## config.mk

```make
export PLATFORM = sky130hd
export DESIGN_NAME = fre_round_exc_ctl
export DESIGN_NICKNAME = d
export VERILOG_FILES = /design/src/logic/fre_pkg.sv /design/src/logic/fre_round_exc_ctl.sv /design/src/logic/fre_round_unit.sv
export SDC_FILE = /design/constraint.sdc
export NUM_CORES = 1
export LEC_CHECK = 0
export CAP_MARGIN = 20
export CORE_ASPECT_RATIO = 0.6
export CORE_MARGIN = 2
export CORE_UTILIZATION = 50
export CTS_BUF_LIST = sky130_fd_sc_hd__clkbuf_2
export CTS_CLUSTER_DIAMETER = 200
export DETAILED_ROUTE_END_ITERATION = 8
export DONT_BUFFER_PORTS = 1
export PLACE_DENSITY = 0.75
export SLEW_MARGIN = 20
export SYNTH_ARGS = -nofsm -noshare
export SYNTH_HDL_FRONTEND = slang
export SYNTH_SLANG_ARGS = --single-unit
```

## constraint.sdc

```tcl
create_clock -name MCLK -period 6.2 [get_ports MCLK]
set_input_delay 0.62 -clock MCLK [delete_from_list [all_inputs] [get_ports MCLK]]
set_output_delay 0.62 -clock MCLK [all_outputs]
set_load 0.005 [all_outputs]
```

## src/logic/fre_pkg.sv

```systemverilog
`default_nettype none

// ****************************************************************
// Shared constants and carrier types of the rounding block.
// ****************************************************************
package fre_pkg;

  // Width of the biased exponent field carried with each operation.
  localparam int EXP_W = 11;
  // Width of the kept significand, explicit integer bit included.
  localparam int MAN_W = 53;
  // Width of the register bus address.
  localparam int ADDR_W = 12;

  // Biased exponent code that encodes infinity and NaN.
  localparam logic [EXP_W-1:0] EXP_MAX = {EXP_W{1'b1}};
  // Exponent of the largest finite value.
  localparam logic [EXP_W-1:0] EXP_BIG = {{(EXP_W-1){1'b1}}, 1'b0};
  // Significand of infinity, integer bit only.
  localparam logic [MAN_W-1:0] MAN_INF = {1'b1, {(MAN_W-1){1'b0}}};
  // Significand of the quiet indefinite value.
  localparam logic [MAN_W-1:0] MAN_QNAN = {2'b11, {(MAN_W-2){1'b0}}};
  // Significand of the largest finite value.
  localparam logic [MAN_W-1:0] MAN_BIG = {MAN_W{1'b1}};

  // Byte offsets of the three registers.
  localparam logic [ADDR_W-1:0] OFS_STK_CTL = 12'h000;
  localparam logic [ADDR_W-1:0] OFS_STK_STAT = 12'h004;
  localparam logic [ADDR_W-1:0] OFS_SIMD_CSR = 12'h008;

  // Field positions inside the registers.
  localparam int STK_RSEL_LO = 10;
  localparam int SIMD_RSEL_LO = 13;
  localparam int SIMD_MASK_LO = 7;
  localparam int FLAG_LO = 0;

  // Bit index of each exception class inside a flag or mask group.
  localparam int FL_INV = 0;
  localparam int FL_DEN = 1;
  localparam int FL_DIV = 2;
  localparam int FL_OVF = 3;
  localparam int FL_UNF = 4;
  localparam int FL_INX = 5;

  // Values after reset: all exceptions masked, nearest rounding.
  localparam logic [31:0] STK_CTL_RST = 32'h0000003f;
  localparam logic [31:0] STK_STAT_RST = 32'h00000000;
  localparam logic [31:0] SIMD_CSR_RST = 32'h00001f80;

  // Writable bits of each register; the rest read as zero.
  localparam logic [31:0] STK_CTL_WMASK = 32'h00000c3f;
  localparam logic [31:0] STK_STAT_WMASK = 32'h0000003f;
  localparam logic [31:0] SIMD_CSR_WMASK = 32'h00007fbf;

  // Rounding selector encodings.
  typedef enum logic [1:0] {
    RND_NEAR = 2'b00,
    RND_DOWN = 2'b01,
    RND_UP = 2'b10,
    RND_ZERO = 2'b11
  } fre_rnd_t;

  // Environment that executes an operation.
  typedef enum logic {ENV_STACK, ENV_SIMD} fre_env_t;

  // Class of operation as seen by the rounding stage.
  typedef enum logic [1:0] {OP_ARITH, OP_CMP, OP_TRUNC_CVT, OP_NAN} fre_kind_t;

  // Operation handed over by the pipeline.
  typedef struct packed {
    fre_env_t env;
    fre_kind_t kind;
    logic sign;
    logic [EXP_W-1:0] exp;
    logic [MAN_W-1:0] mant;
    logic guard;
    logic sticky;
    logic tiny;
    logic pre_inv;
    logic pre_den;
    logic pre_div;
  } fre_op_t;

  // Result handed back to the pipeline.
  typedef struct packed {
    logic sign;
    logic [EXP_W-1:0] exp;
    logic [MAN_W-1:0] mant;
  } fre_res_t;

endpackage

`default_nettype wire

```

## src/logic/fre_round_exc_ctl.sv

```systemverilog
// Our own choices: register access over APB and the address map.

`timescale 1ns/1ps
`default_nettype none

module fre_round_exc_ctl (
  input wire logic MCLK,
  input wire logic RST_B,
  input wire logic PSEL,
  input wire logic PENABLE,
  input wire logic PWRITE,
  input wire logic [fre_pkg::ADDR_W-1:0] PADDR,
  input wire logic [31:0] PWDATA,
  input wire logic [3:0] PSTRB,
  output logic [31:0] PRDATA,
  output logic PREADY,
  output logic PSLVERR,
  input wire logic OP_VALID,
  input wire fre_pkg::fre_op_t OP,
  output logic RES_VALID,
  output fre_pkg::fre_res_t RES,
  output logic [5:0] RES_FLAGS,
  output logic TRAP_REQ
);

  // ****************************************************************
  // State of the block
  // ****************************************************************

  // Every flip-flop of the block lives in this one record.
  typedef struct packed {
    logic [31:0] stk_ctl;
    logic [31:0] stk_stat;
    logic [31:0] simd_csr;
    logic pready;
    logic pslverr;
    logic [31:0] prdata;
    logic res_valid;
    fre_pkg::fre_res_t res;
    logic [5:0] res_flags;
    logic trap;
  } fre_state_t;

  // Registered state and its next value.
  fre_state_t s_q;
  fre_state_t s_d;

  // ****************************************************************
  // Helper functions
  // ****************************************************************

  // Widens the four byte strobes to a mask over the data word.
  function automatic logic [31:0] lane_mask(input logic [3:0] strb);
    logic [31:0] m;
    m = '0;
    for (int i = 0; i < 4; i++) begin
      m[i*8 +: 8] = {8{strb[i]}};
    end
    return m;
  endfunction

  // Applies a bus write to the writable bits of a register.
  function automatic logic [31:0] merge_write(
    input logic [31:0] old,
    input logic [31:0] wdata,
    input logic [31:0] m
  );
    return (old & ~m) | (wdata & m);
  endfunction

  // ****************************************************************
  // Selection of the controlling environment
  // ****************************************************************

  // Mask group and rounding selector of the executing environment.
  logic [5:0] mask_sel;
  logic [1:0] round_sel_env;
  // Selector actually handed to the rounder.
  logic [1:0] round_sel_eff;

  // Each environment obeys only its own selector and masks.
  always_comb begin
    if (OP.env == fre_pkg::ENV_STACK) begin
      mask_sel = s_q.stk_ctl[fre_pkg::FLAG_LO +: 6];
      round_sel_env = s_q.stk_ctl[fre_pkg::STK_RSEL_LO +: 2];
    end else begin
      mask_sel = s_q.simd_csr[fre_pkg::SIMD_MASK_LO +: 6];
      round_sel_env = s_q.simd_csr[fre_pkg::SIMD_RSEL_LO +: 2];
    end
    // Truncating conversions override whatever the selector holds.
    if (OP.kind == fre_pkg::OP_TRUNC_CVT) begin
      round_sel_eff = fre_pkg::RND_ZERO;
    end else begin
      round_sel_eff = round_sel_env;
    end
  end

  // ****************************************************************
  // Rounder
  // ****************************************************************

  // Significand after the increment, with its carry on top.
  logic [fre_pkg::MAN_W:0] mant_sum;
  // Exact result could not be encoded.
  logic rnd_inexact;

  // Chooses between the two bracketing values.
  fre_round_unit #(
    .MW(fre_pkg::MAN_W)
  ) u_round (
    .mode(round_sel_eff),
    .sign(OP.sign),
    .mant(OP.mant),
    .guard(OP.guard),
    .sticky(OP.sticky),
    .mant_sum(mant_sum),
    .inexact(rnd_inexact)
  );

  // ****************************************************************
  // Exception evaluation
  // ****************************************************************

  // Significand and exponent after renormalising a carry.
  logic [fre_pkg::MAN_W-1:0] mant_rnd;
  logic [fre_pkg::EXP_W:0] exp_rnd;
  // Conditions found before and after the arithmetic.
  logic [5:0] pre_cond;
  logic [5:0] post_cond;
  // Flags of the operation and whether any of them is unmasked.
  logic [5:0] op_flags;
  logic op_trap;
  // Result driven toward the pipeline.
  fre_pkg::fre_res_t op_res;
  // Rounded value reached the overflow threshold.
  logic ovf_hit;
  // Masked overflow keeps the largest finite value.
  logic keep_big;

  // Works out the delivered value and flags of one operation.
  always_comb begin
    // A carry out of the significand bumps the exponent by one.
    if (mant_sum[fre_pkg::MAN_W]) begin
      mant_rnd = mant_sum[fre_pkg::MAN_W:1];
    end else begin
      mant_rnd = mant_sum[fre_pkg::MAN_W-1:0];
    end
    exp_rnd = {1'b0, OP.exp} + {{fre_pkg::EXP_W{1'b0}}, mant_sum[fre_pkg::MAN_W]};
    ovf_hit = exp_rnd >= {1'b0, fre_pkg::EXP_MAX};
    // Conditions that the pipeline spotted on the operands.
    pre_cond = '0;
    pre_cond[fre_pkg::FL_INV] = OP.pre_inv;
    pre_cond[fre_pkg::FL_DEN] = OP.pre_den;
    pre_cond[fre_pkg::FL_DIV] = OP.pre_div;
    post_cond = '0;
    op_res.sign = OP.sign;
    op_res.exp = OP.exp;
    op_res.mant = OP.mant;
    // Overflow response picks infinity or the largest finite value.
    case (fre_pkg::fre_rnd_t'(round_sel_eff))
      fre_pkg::RND_DOWN: begin
        keep_big = ~OP.sign;
      end
      fre_pkg::RND_UP: begin
        keep_big = OP.sign;
      end
      fre_pkg::RND_ZERO: begin
        keep_big = 1'b1;
      end
      default: begin
        keep_big = 1'b0;
      end
    endcase
    if (|(pre_cond & ~mask_sel)) begin
      // Unmasked operand fault: no arithmetic, operands untouched.
      post_cond = '0;
    end else if (OP.pre_inv) begin
      // Masked invalid: the quiet indefinite value.
      op_res.sign = 1'b1;
      op_res.exp = fre_pkg::EXP_MAX;
      op_res.mant = fre_pkg::MAN_QNAN;
    end else if (OP.pre_div) begin
      // Masked divide by zero: infinity with the operand sign.
      op_res.exp = fre_pkg::EXP_MAX;
      op_res.mant = fre_pkg::MAN_INF;
    end else if (OP.kind == fre_pkg::OP_CMP || OP.kind == fre_pkg::OP_NAN) begin
      // Compares and NaN results pass through unrounded.
      post_cond = '0;
    end else begin
      // A masked denormal lets the arithmetic carry on here.
      post_cond[fre_pkg::FL_INX] = rnd_inexact;
      op_res.mant = mant_rnd;
      op_res.exp = exp_rnd[fre_pkg::EXP_W-1:0];
      if (ovf_hit) begin
        post_cond[fre_pkg::FL_OVF] = 1'b1;
        if (mask_sel[fre_pkg::FL_OVF]) begin
          // The masked overflow value is never the exact one.
          post_cond[fre_pkg::FL_INX] = 1'b1;
          op_res.exp = keep_big ? fre_pkg::EXP_BIG : fre_pkg::EXP_MAX;
          op_res.mant = keep_big ? fre_pkg::MAN_BIG : fre_pkg::MAN_INF;
        end
      end
      // Tiny results flag underflow; masked only when also inexact.
      if (mask_sel[fre_pkg::FL_UNF]) begin
        post_cond[fre_pkg::FL_UNF] = OP.tiny & rnd_inexact;
      end else begin
        post_cond[fre_pkg::FL_UNF] = OP.tiny;
      end
    end
    // Several masked conditions may stack up in one operation.
    op_flags = pre_cond | post_cond;
    op_trap = |(op_flags & ~mask_sel);
  end

  // ****************************************************************
  // Register bus decode
  // ****************************************************************

  // Bus strobes and decode of the current transfer.
  logic setup_ph;
  logic wr_take;
  logic [31:0] wmask;
  logic hit_ctl;
  logic hit_stat;
  logic hit_csr;

  // Decodes the address and marks the edge at which a write lands.
  always_comb begin
    setup_ph = PSEL & ~PENABLE & ~s_q.pready;
    wr_take = PSEL & PENABLE & s_q.pready & PWRITE & ~s_q.pslverr;
    wmask = lane_mask(PSTRB);
    hit_ctl = PADDR == fre_pkg::OFS_STK_CTL;
    hit_stat = PADDR == fre_pkg::OFS_STK_STAT;
    hit_csr = PADDR == fre_pkg::OFS_SIMD_CSR;
  end

  // ****************************************************************
  // Next state
  // ****************************************************************

  // Flags that this cycle's operation raises in each environment.
  logic [5:0] set_stk;
  logic [5:0] set_simd;

  // Fills the next copy of the state record.
  always_comb begin
    s_d = s_q;
    set_stk = '0;
    set_simd = '0;
    // Register read and answer: the slave answers with no wait state.
    if (setup_ph) begin
      s_d.pready = 1'b1;
      s_d.pslverr = ~(hit_ctl | hit_stat | hit_csr);
      if (hit_ctl) begin
        s_d.prdata = s_q.stk_ctl;
      end else if (hit_stat) begin
        s_d.prdata = s_q.stk_stat;
      end else if (hit_csr) begin
        s_d.prdata = s_q.simd_csr;
      end else begin
        s_d.prdata = '0;
      end
    end else if (PSEL & PENABLE & s_q.pready) begin
      s_d.pready = 1'b0;
      s_d.pslverr = 1'b0;
    end
    // Writes land on the access edge, writable bits only.
    if (wr_take & hit_ctl) begin
      s_d.stk_ctl = merge_write(s_q.stk_ctl, PWDATA, wmask & fre_pkg::STK_CTL_WMASK);
    end
    if (wr_take & hit_stat) begin
      s_d.stk_stat = merge_write(s_q.stk_stat, PWDATA, wmask & fre_pkg::STK_STAT_WMASK);
    end
    if (wr_take & hit_csr) begin
      s_d.simd_csr = merge_write(s_q.simd_csr, PWDATA, wmask & fre_pkg::SIMD_CSR_WMASK);
    end
    // Flags go only to the environment that ran the operation.
    if (OP_VALID) begin
      if (OP.env == fre_pkg::ENV_STACK) begin
        set_stk = op_flags;
      end else begin
        set_simd = op_flags;
      end
    end
    // Sticky flags: a new event wins over a clearing write.
    s_d.stk_stat[fre_pkg::FLAG_LO +: 6] |= set_stk;
    s_d.simd_csr[fre_pkg::FLAG_LO +: 6] |= set_simd;
    // Result, flags and trap request of the completing operation.
    s_d.res_valid = OP_VALID;
    if (OP_VALID) begin
      s_d.res = op_res;
      s_d.res_flags = op_flags;
    end
    s_d.trap = OP_VALID & op_trap;
  end

  // ****************************************************************
  // State register
  // ****************************************************************

  // Synchronous reset loads masked exceptions and nearest rounding.
  always_ff @(posedge MCLK) begin
    if (!RST_B) begin
      s_q.stk_ctl <= fre_pkg::STK_CTL_RST;
      s_q.stk_stat <= fre_pkg::STK_STAT_RST;
      s_q.simd_csr <= fre_pkg::SIMD_CSR_RST;
      s_q.pready <= 1'b0;
      s_q.pslverr <= 1'b0;
      s_q.prdata <= '0;
      s_q.res_valid <= 1'b0;
      s_q.res <= '0;
      s_q.res_flags <= '0;
      s_q.trap <= 1'b0;
    end else begin
      s_q <= s_d;
    end
  end

  // ****************************************************************
  // Outputs
  // ****************************************************************

  // Every output is a field of the state register.
  assign PRDATA = s_q.prdata;
  assign PREADY = s_q.pready;
  assign PSLVERR = s_q.pslverr;
  assign RES_VALID = s_q.res_valid;
  assign RES = s_q.res;
  assign RES_FLAGS = s_q.res_flags;
  assign TRAP_REQ = s_q.trap;

endmodule

`default_nettype wire

```

## src/logic/fre_round_unit.sv

```systemverilog
`timescale 1ns/1ps
`default_nettype none

// ****************************************************************
// Picks one of the two values that bracket the exact result.
// ****************************************************************
module fre_round_unit #(
  parameter int MW = 53
) (
  input wire logic [1:0] mode,
  input wire logic sign,
  input wire logic [MW-1:0] mant,
  input wire logic guard,
  input wire logic sticky,
  output logic [MW:0] mant_sum,
  output logic inexact
);

  // Increment that selects the upper bracketing value.
  logic inc;

  // The lower candidate is the truncated significand and the upper
  // one is a single unit above it, so either choice stays within one
  // unit in the last place of the exact result.
  always_comb begin
    inexact = guard | sticky;
    case (fre_pkg::fre_rnd_t'(mode))
      fre_pkg::RND_NEAR: begin
        // Above the half point, or exactly on it with an odd lsb.
        inc = guard & (sticky | mant[0]);
      end
      fre_pkg::RND_DOWN: begin
        // Negative magnitudes grow toward minus infinity.
        inc = sign & inexact;
      end
      fre_pkg::RND_UP: begin
        // Positive magnitudes grow toward plus infinity.
        inc = ~sign & inexact;
      end
      default: begin
        // Truncation never grows the magnitude.
        inc = 1'b0;
      end
    endcase
    mant_sum = {1'b0, mant} + {{MW{1'b0}}, inc};
  end

endmodule

`default_nettype wire

```

# ---- Yosys cells after proc, flatten, opt, wreduce, memory -nomap -nowiden
# Index checks and enable logic that the tools add are counted.
dict set report op_classes {
  n_eq_ne 8
  order_cmp 1
  n_reduce_logical 6
  mux 34
  add_sub_neg 2
  bitwise 41
}
# operator count
set op_table {}
lappend op_table {{64-bit 2-to-1 mux} 5}
lappend op_table {{32-bit bitwise AND} 3}
lappend op_table {{32-bit 2-to-1 mux} 3}
lappend op_table {{32-bit bitwise OR} 3}
lappend op_table {{65-bit 2-to-1 mux} 1}
lappend op_table {{6-bit 2-to-1 mux} 10}
lappend op_table {{53-bit by 1-bit adder with 54-bit output} 1}
lappend op_table {{53-bit 2-to-1 mux} 1}
lappend op_table {{52-bit 2-to-1 mux} 1}
lappend op_table {{32-bit by 12-bit bitwise AND with 32-bit output} 1}
lappend op_table {{32-bit by 15-bit bitwise AND with 32-bit output} 1}
lappend op_table {{32-bit by 6-bit bitwise AND with 32-bit output} 1}
lappend op_table {{12-bit inverter with 32-bit output} 1}
lappend op_table {{15-bit inverter with 32-bit output} 1}
lappend op_table {{6-bit inverter with 32-bit output} 1}
lappend op_table {{1-bit bitwise AND} 14}
lappend op_table {{11-bit by 1-bit adder with 12-bit output} 1}
lappend op_table {{12-bit by 3-bit equality test with 1-bit output, second input constant} 1}
lappend op_table {{12-bit by 4-bit equality test with 1-bit output, second input constant} 1}
lappend op_table {{12-bit by 11-bit greater-or-equal comparator with 1-bit output, second input constant} 1}
lappend op_table {{12-bit logical NOT} 1}
lappend op_table {{6-bit bitwise OR} 2}
lappend op_table {{6-bit OR reduction} 2}
lappend op_table {{2-bit equality test, second input constant} 4}
lappend op_table {{other kinds (14)} 31}
dict set report word_totals {
  inputBits 128
  out_inout_bits 107
  regBits 203
  word_cells 106
}

# ---- Depth between registers and ports, before layout
dict set report logic_depth {
  depth_word 16
  ltp_mapped 26
  mapped_depth_nobuf 22
}

# ---- Hierarchy
# From an unflattened synthesis, not the netlist that was laid out.
dict set report unflattened {
  hier_cells 987
  area_unflattened_um2 8231.6
}
# mod seq_area_each_um2 instances cells_per_inst area_each_um2
set by_module_without_submodules {}
lappend by_module_without_submodules {fre_round_exc_ctl 2342.2 1 803 7033.0}
lappend by_module_without_submodules {fre_round_unit 0.0 1 184 1198.6}

# ---- Least setup slack after synthesis
# OpenSTA, ideal clock, no wires.
dict set report synth_timing {
  kind {input to register}
  start {input OP[71] in the netlist's numbering}
  end {register s_q, in the netlist RES[19]}
  arrival_time_ns 5.381
  n_path_buf 4
  setup_time_ns 0.122
  path_stages 25
  path_slack_ns 0.697
  required_ns 6.078
  path_cell_list {buf_2 nor2b_1 a211oi_1 ha_1 or3_1 a21oi_1 ha_1 and3_1 buf_2 nand3_2 nor2_1 and4_1 and4_1 ha_1 ha_1 nand2_1 a21oi_1 o32ai_1 o311a_1 buf_6 a21o_1 buf_6 or3_1 a21oi_1 o21ai_1}
}
dict set report synth_via {
  elab_chain_cells 12
  elab_cells_between_ends 22
  classes_between {2 x add/sub; 1 x order compare; 6 x eq/ne; 11 x mux; 2 x reduce/logical}
}
# element line_no
set synth_lines {}
lappend synth_lines {{start: declaration} fre_round_exc_ctl.sv:19} ;# input wire fre_pkg::fre_op_t OP,
lappend synth_lines {{2-bit equality test} fre_round_exc_ctl.sv:91} ;# if (OP.kind == fre_pkg::OP_TRUNC_CVT) begin
lappend synth_lines {{2-bit 2-to-1 mux} fre_round_exc_ctl.sv:91}
lappend synth_lines {{2-bit equality test, or another cell as far along} {fre_round_exc_ctl.sv:160, fre_round_unit.sv:27}}
lappend synth_lines {{1-bit case mux with 3 select lines} fre_round_unit.sv:27} ;# case (fre_pkg::fre_rnd_t'(mode))
lappend synth_lines {{53-bit by 1-bit adder with 54-bit output} fre_round_unit.sv:45} ;# mant_sum = {1'b0, mant} + {{MW{1'b0}}, inc};
lappend synth_lines {{11-bit by 1-bit adder with 12-bit output / 53-bit 2-to-1 mux (equally long branches)} {fre_round_exc_ctl.sv:148, fre_round_exc_ctl.sv:143}}
lappend synth_lines {{12-bit by 11-bit greater-or-equal comparator with 1-bit output / 64-bit 2-to-1 mux (equally long branches)} {fre_round_exc_ctl.sv:149, fre_round_exc_ctl.sv:196}}
lappend synth_lines {{64-bit 2-to-1 mux} fre_round_exc_ctl.sv:194} ;# if (ovf_hit) begin
lappend synth_lines {{64-bit 2-to-1 mux *} fre_round_exc_ctl.sv:186} ;# end else if (OP.kind == fre_pkg::OP_CMP || OP.kind == fre_pkg::OP_NAN) begin
lappend synth_lines {{64-bit 2-to-1 mux *} fre_round_exc_ctl.sv:182} ;# end else if (OP.pre_div) begin
lappend synth_lines {{64-bit 2-to-1 mux *} fre_round_exc_ctl.sv:177} ;# end else if (OP.pre_inv) begin
lappend synth_lines {{65-bit 2-to-1 mux *} fre_round_exc_ctl.sv:174} ;# if (|(pre_cond & ~mask_sel)) begin
lappend synth_lines {{end: declaration} fre_round_exc_ctl.sv:45} ;# fre_state_t s_q;
# Mark *: on every way between the ends. The rest lies on a longest branch, timed or not.
# A chain may end at the register's enable or synchronous reset.

==> run metrics <==
Reg2Reg Capture Point RES[35]; flop2flop setup slack 0.28 ns; Clock Skew approximately 0.045 ns; Primary FF master, synth dfxtp_1; DIE WIDTH around 170 microns; fmax approximately 170 MHz; Critical Path Source Type flop; Initial DRT Pass Iterations 6; clk slew on worst S/H paths between 0.2 and 0.25 ns; num ports ~240; Synth Instances 1075; Yosys reg bits 117; Final Hold Fails 0; clk sink count approximately 120; # fillers about 1500; DIE AREA ~17000 sq um; vias in the first global route slightly below 7000; post-layout minimum cycle time approximately 5.9 ns; PnR worst setup slack around 0.28 ns; clk buf depth 2; Final nets 1141; Hold Startpoint OP[11]; num rows 35; YS warnings 0; Hold Path Depth 2; Initial Utilization about half; status finished, final reports clean; Placed Cells incl. Taps 1143; Max-Slew Margin vs Limit approximately a fifth; WS Path Type reg -> reg; final wirelength 29900 microns; global-route usage over all layers approximately a third; worst-case reg-to-reg path depth 22; Hold WC Path Type in -> reg; largest net degree at the start of global routing 80; Async S/R FF share, synth 0%; Tot Pwr 0.00160 W; post-route ant nets 0; DP Worst Slack about 0.21 ns; Yosys top cell by area dfxtp_1; Crit Path Max Fanout 9; ANT cells 0; Comb power frac 12.7%; remaining global-route overflow 0; leakage power around 2.9 nW; Slew Limit Fails 0; share of the synthesized area in the top cell type 28.9%; Die H 103 microns; CTS HTree Levels 4; RD Place Congestion between 0.9 and 1; initial antenna violation count 0; Vias per Instance between 6 and 7; Slew @ Worst Pin around 1.2 ns; Internal roughly 0.0011 W; clock power share a little over a third; WHS Endpoint RES[5]; first-pass GRT wire length about 43000 microns; core area roughly 16000 sq um; top post-synthesis cells by area dfxtp_1, buf_4, o21ai_0; DR vias 8151; Max-Cap Viols 0; Power Dens Cells just under 200 nW/um^2; drt initial violations approximately 1300; Port Buffers 0; period utilization a little over nine tenths; RSZ-0062 raised after global routing false; CTS tree built; worst-skew pair later-pin latency 0.74 ns; HPWL after DPL a little over 20000 microns; Sw Share 32.9%; share of layout cells above drive strength 1 around 7.6%; Syn-to-layout area delta 1.87%; Worst setup EP type flop; Root Buffer clkbuf_2; Reg power frac ~51%; Req. time, crit path 6.81 ns; Yosys cell types about 70; setup bufs post-CTS 0; CTS buffer count 17; Layout Cells excl Fill approximately 1200; post-DR wirelength/cell ~24 microns; Final Util roughly 53%; average size of a mapped cell roughly 7.5 sq um; # DRC 0; Max VDD drop between 0.0001 and 0.00015 V; Setup TNS 0 ns; P_sw between 0.0005 and 0.0006 W; Data arrival, critical path 6.53 ns; Setup-failing EPs final 0; Post-synth EDFFs 0; sequential share of the synthesized area 28.9%; cell area after synthesis 8100 sq um
## power groups by stage
| stage | registers, W | logic [W] | clock network, W |
|---|---|---|---|
| after CTS | 0.000814 | 0.000187 | 0.000591 |
| after global placement | 0.000828 | 0.000151 | 0 |
| after detailed placement | 0.000829 | 0.000153 | 0 |
| after floorplan | 0.000812 | 0.000194 | 0 |
| final | 0.000814 | 0.000204 | 0.000587 |
| after global routing | 0.000819 | 0.000220 | 0.000627 |
## cells in the mapped netlist, drive strengths merged (3+ instances only)
cell type  count
a211oi        22
a21boi        20
a21o           3
a21oi         78
a221oi         8
a22oi         15
a31oi         21
and2          12
and3          22
and4          11
buf          124
clkbuf        48
dfxtp        117
ha             7
inv           17
mux2           4
mux2i         35
nand2        117
nand2b         7
nand3         60
nand4         16
nor2          57
nor2b         14
nor3          19
nor4           8
o211ai        13
o21a           5
o21ai        119
o221ai         6
o22ai          3
o31ai          6
o32ai          4
or3            6
xnor2          9
xor2          14
## cells by family (layout without fill, tap and decap cells)
group | after synthesis | in the layout | share of synthesized area (%)
multiplexers | 39 | 39 | 4.88
adder cells (fa/ha/maj) | 7 | 7 | 1.08
other | 1 | 18 | 0.0463
flip-flops | 117 | 117 | 28.9
AO/OA/AOI/OAI | 337 | 337 | 25.6
XOR/XNOR | 23 | 23 | 2.49
buffers and inverters | 190 | 117 | 14.1
AND/OR/NAND/NOR | 361 | 361 | 22.9
## worst max-delay path by stage
stage	endpoint	slack, ns	depth (start not counted)
2_1_floorplan	RES[19]	0.70	25
4_1_cts	RES[35]	0.52	22
3_5_place_dp	RES[17]	0.21	23
6_report	RES[35]	0.28	22
3_3_place_gp	RES[19]	0.27	23
5_1_grt	RES[35]	0.08	22
## layer usage
| layer | global-route usage, % | up-vias | share of wire [%] |
|---|---|---|---|
| li1 | - | 3648 | - |
| met1 | 50.3 | 3846 | 45 |
| met2 | 40.7 | 600 | 37 |
| met3 | 13.9 | 57 | 17 |
| met4 | 7.63 | 0 | 1.6 |
| met5 | 1.63 | - | 0 |
## per-stage QoR
step | hold WS (ns) | area (sq um)
after floorplan | 0.426 | 8170
after global placement | 0.462 | 7500
after detailed placement | 0.469 | 7500
after CTS | 0.000325 | 8130
after global routing | 0.0000427 | 8260
final | 0.0293 | 8260
## worst max-delay path: stages, from the launching register on
cell	delay, ns
dfxtp_1	0.38
and2_1	0.15
a211o_1	0.28
ha_1	0.22
xnor2_1	0.13
or3_1	0.35
a21oi_1	0.28
ha_1	0.23
and3_1	0.20
nand3_2	0.10
nor2_1	0.21
and4_1	0.31
and4_1	0.30
ha_1	0.26
ha_1	0.23
nand2_1	0.14
a21oi_1	0.18
o32ai_1	0.16
o311a_1	0.52
a211oi_4	0.63
nand3_1	0.15
a32oi_1	0.31
a21oi_1	0.12
## what timing repair did
item / in CTS / in global routing
resized for setup: 0 / 0
hold buffers: 35 / 12
hold endpoints to repair: 87 / 22
## area by class of cell
class,instances,area [sq um],area share (%)
inverters,18,67.6,0.818
flip-flops and latches,117,2340,28.4
clock inverters,15,179,2.17
repair buffers,67,641,7.76
multi-input cells,785,4690,56.8
well taps,203,254,3.08
clock buffers,17,85.1,1.03
## cells in the final DEF, fill, tap and decap left out, types with 15 or more instances in the layout
cell type and count:
and3_1 21, nor2_1 55, a31oi_1 21, a21boi_0 20
mux2i_1 35, dfxtp_1 117, buf_4 20, a22oi_1 15
a211oi_1 21, nand2_1 116, clkbuf_2 17, dlygate4sd3_1 45
nand3_1 57, a21oi_1 77, nor3_1 19, inv_1 17
conb_1 18, o21ai_1 20, o21ai_0 99
Note: power is estimated with default switching activity, not from simulation.
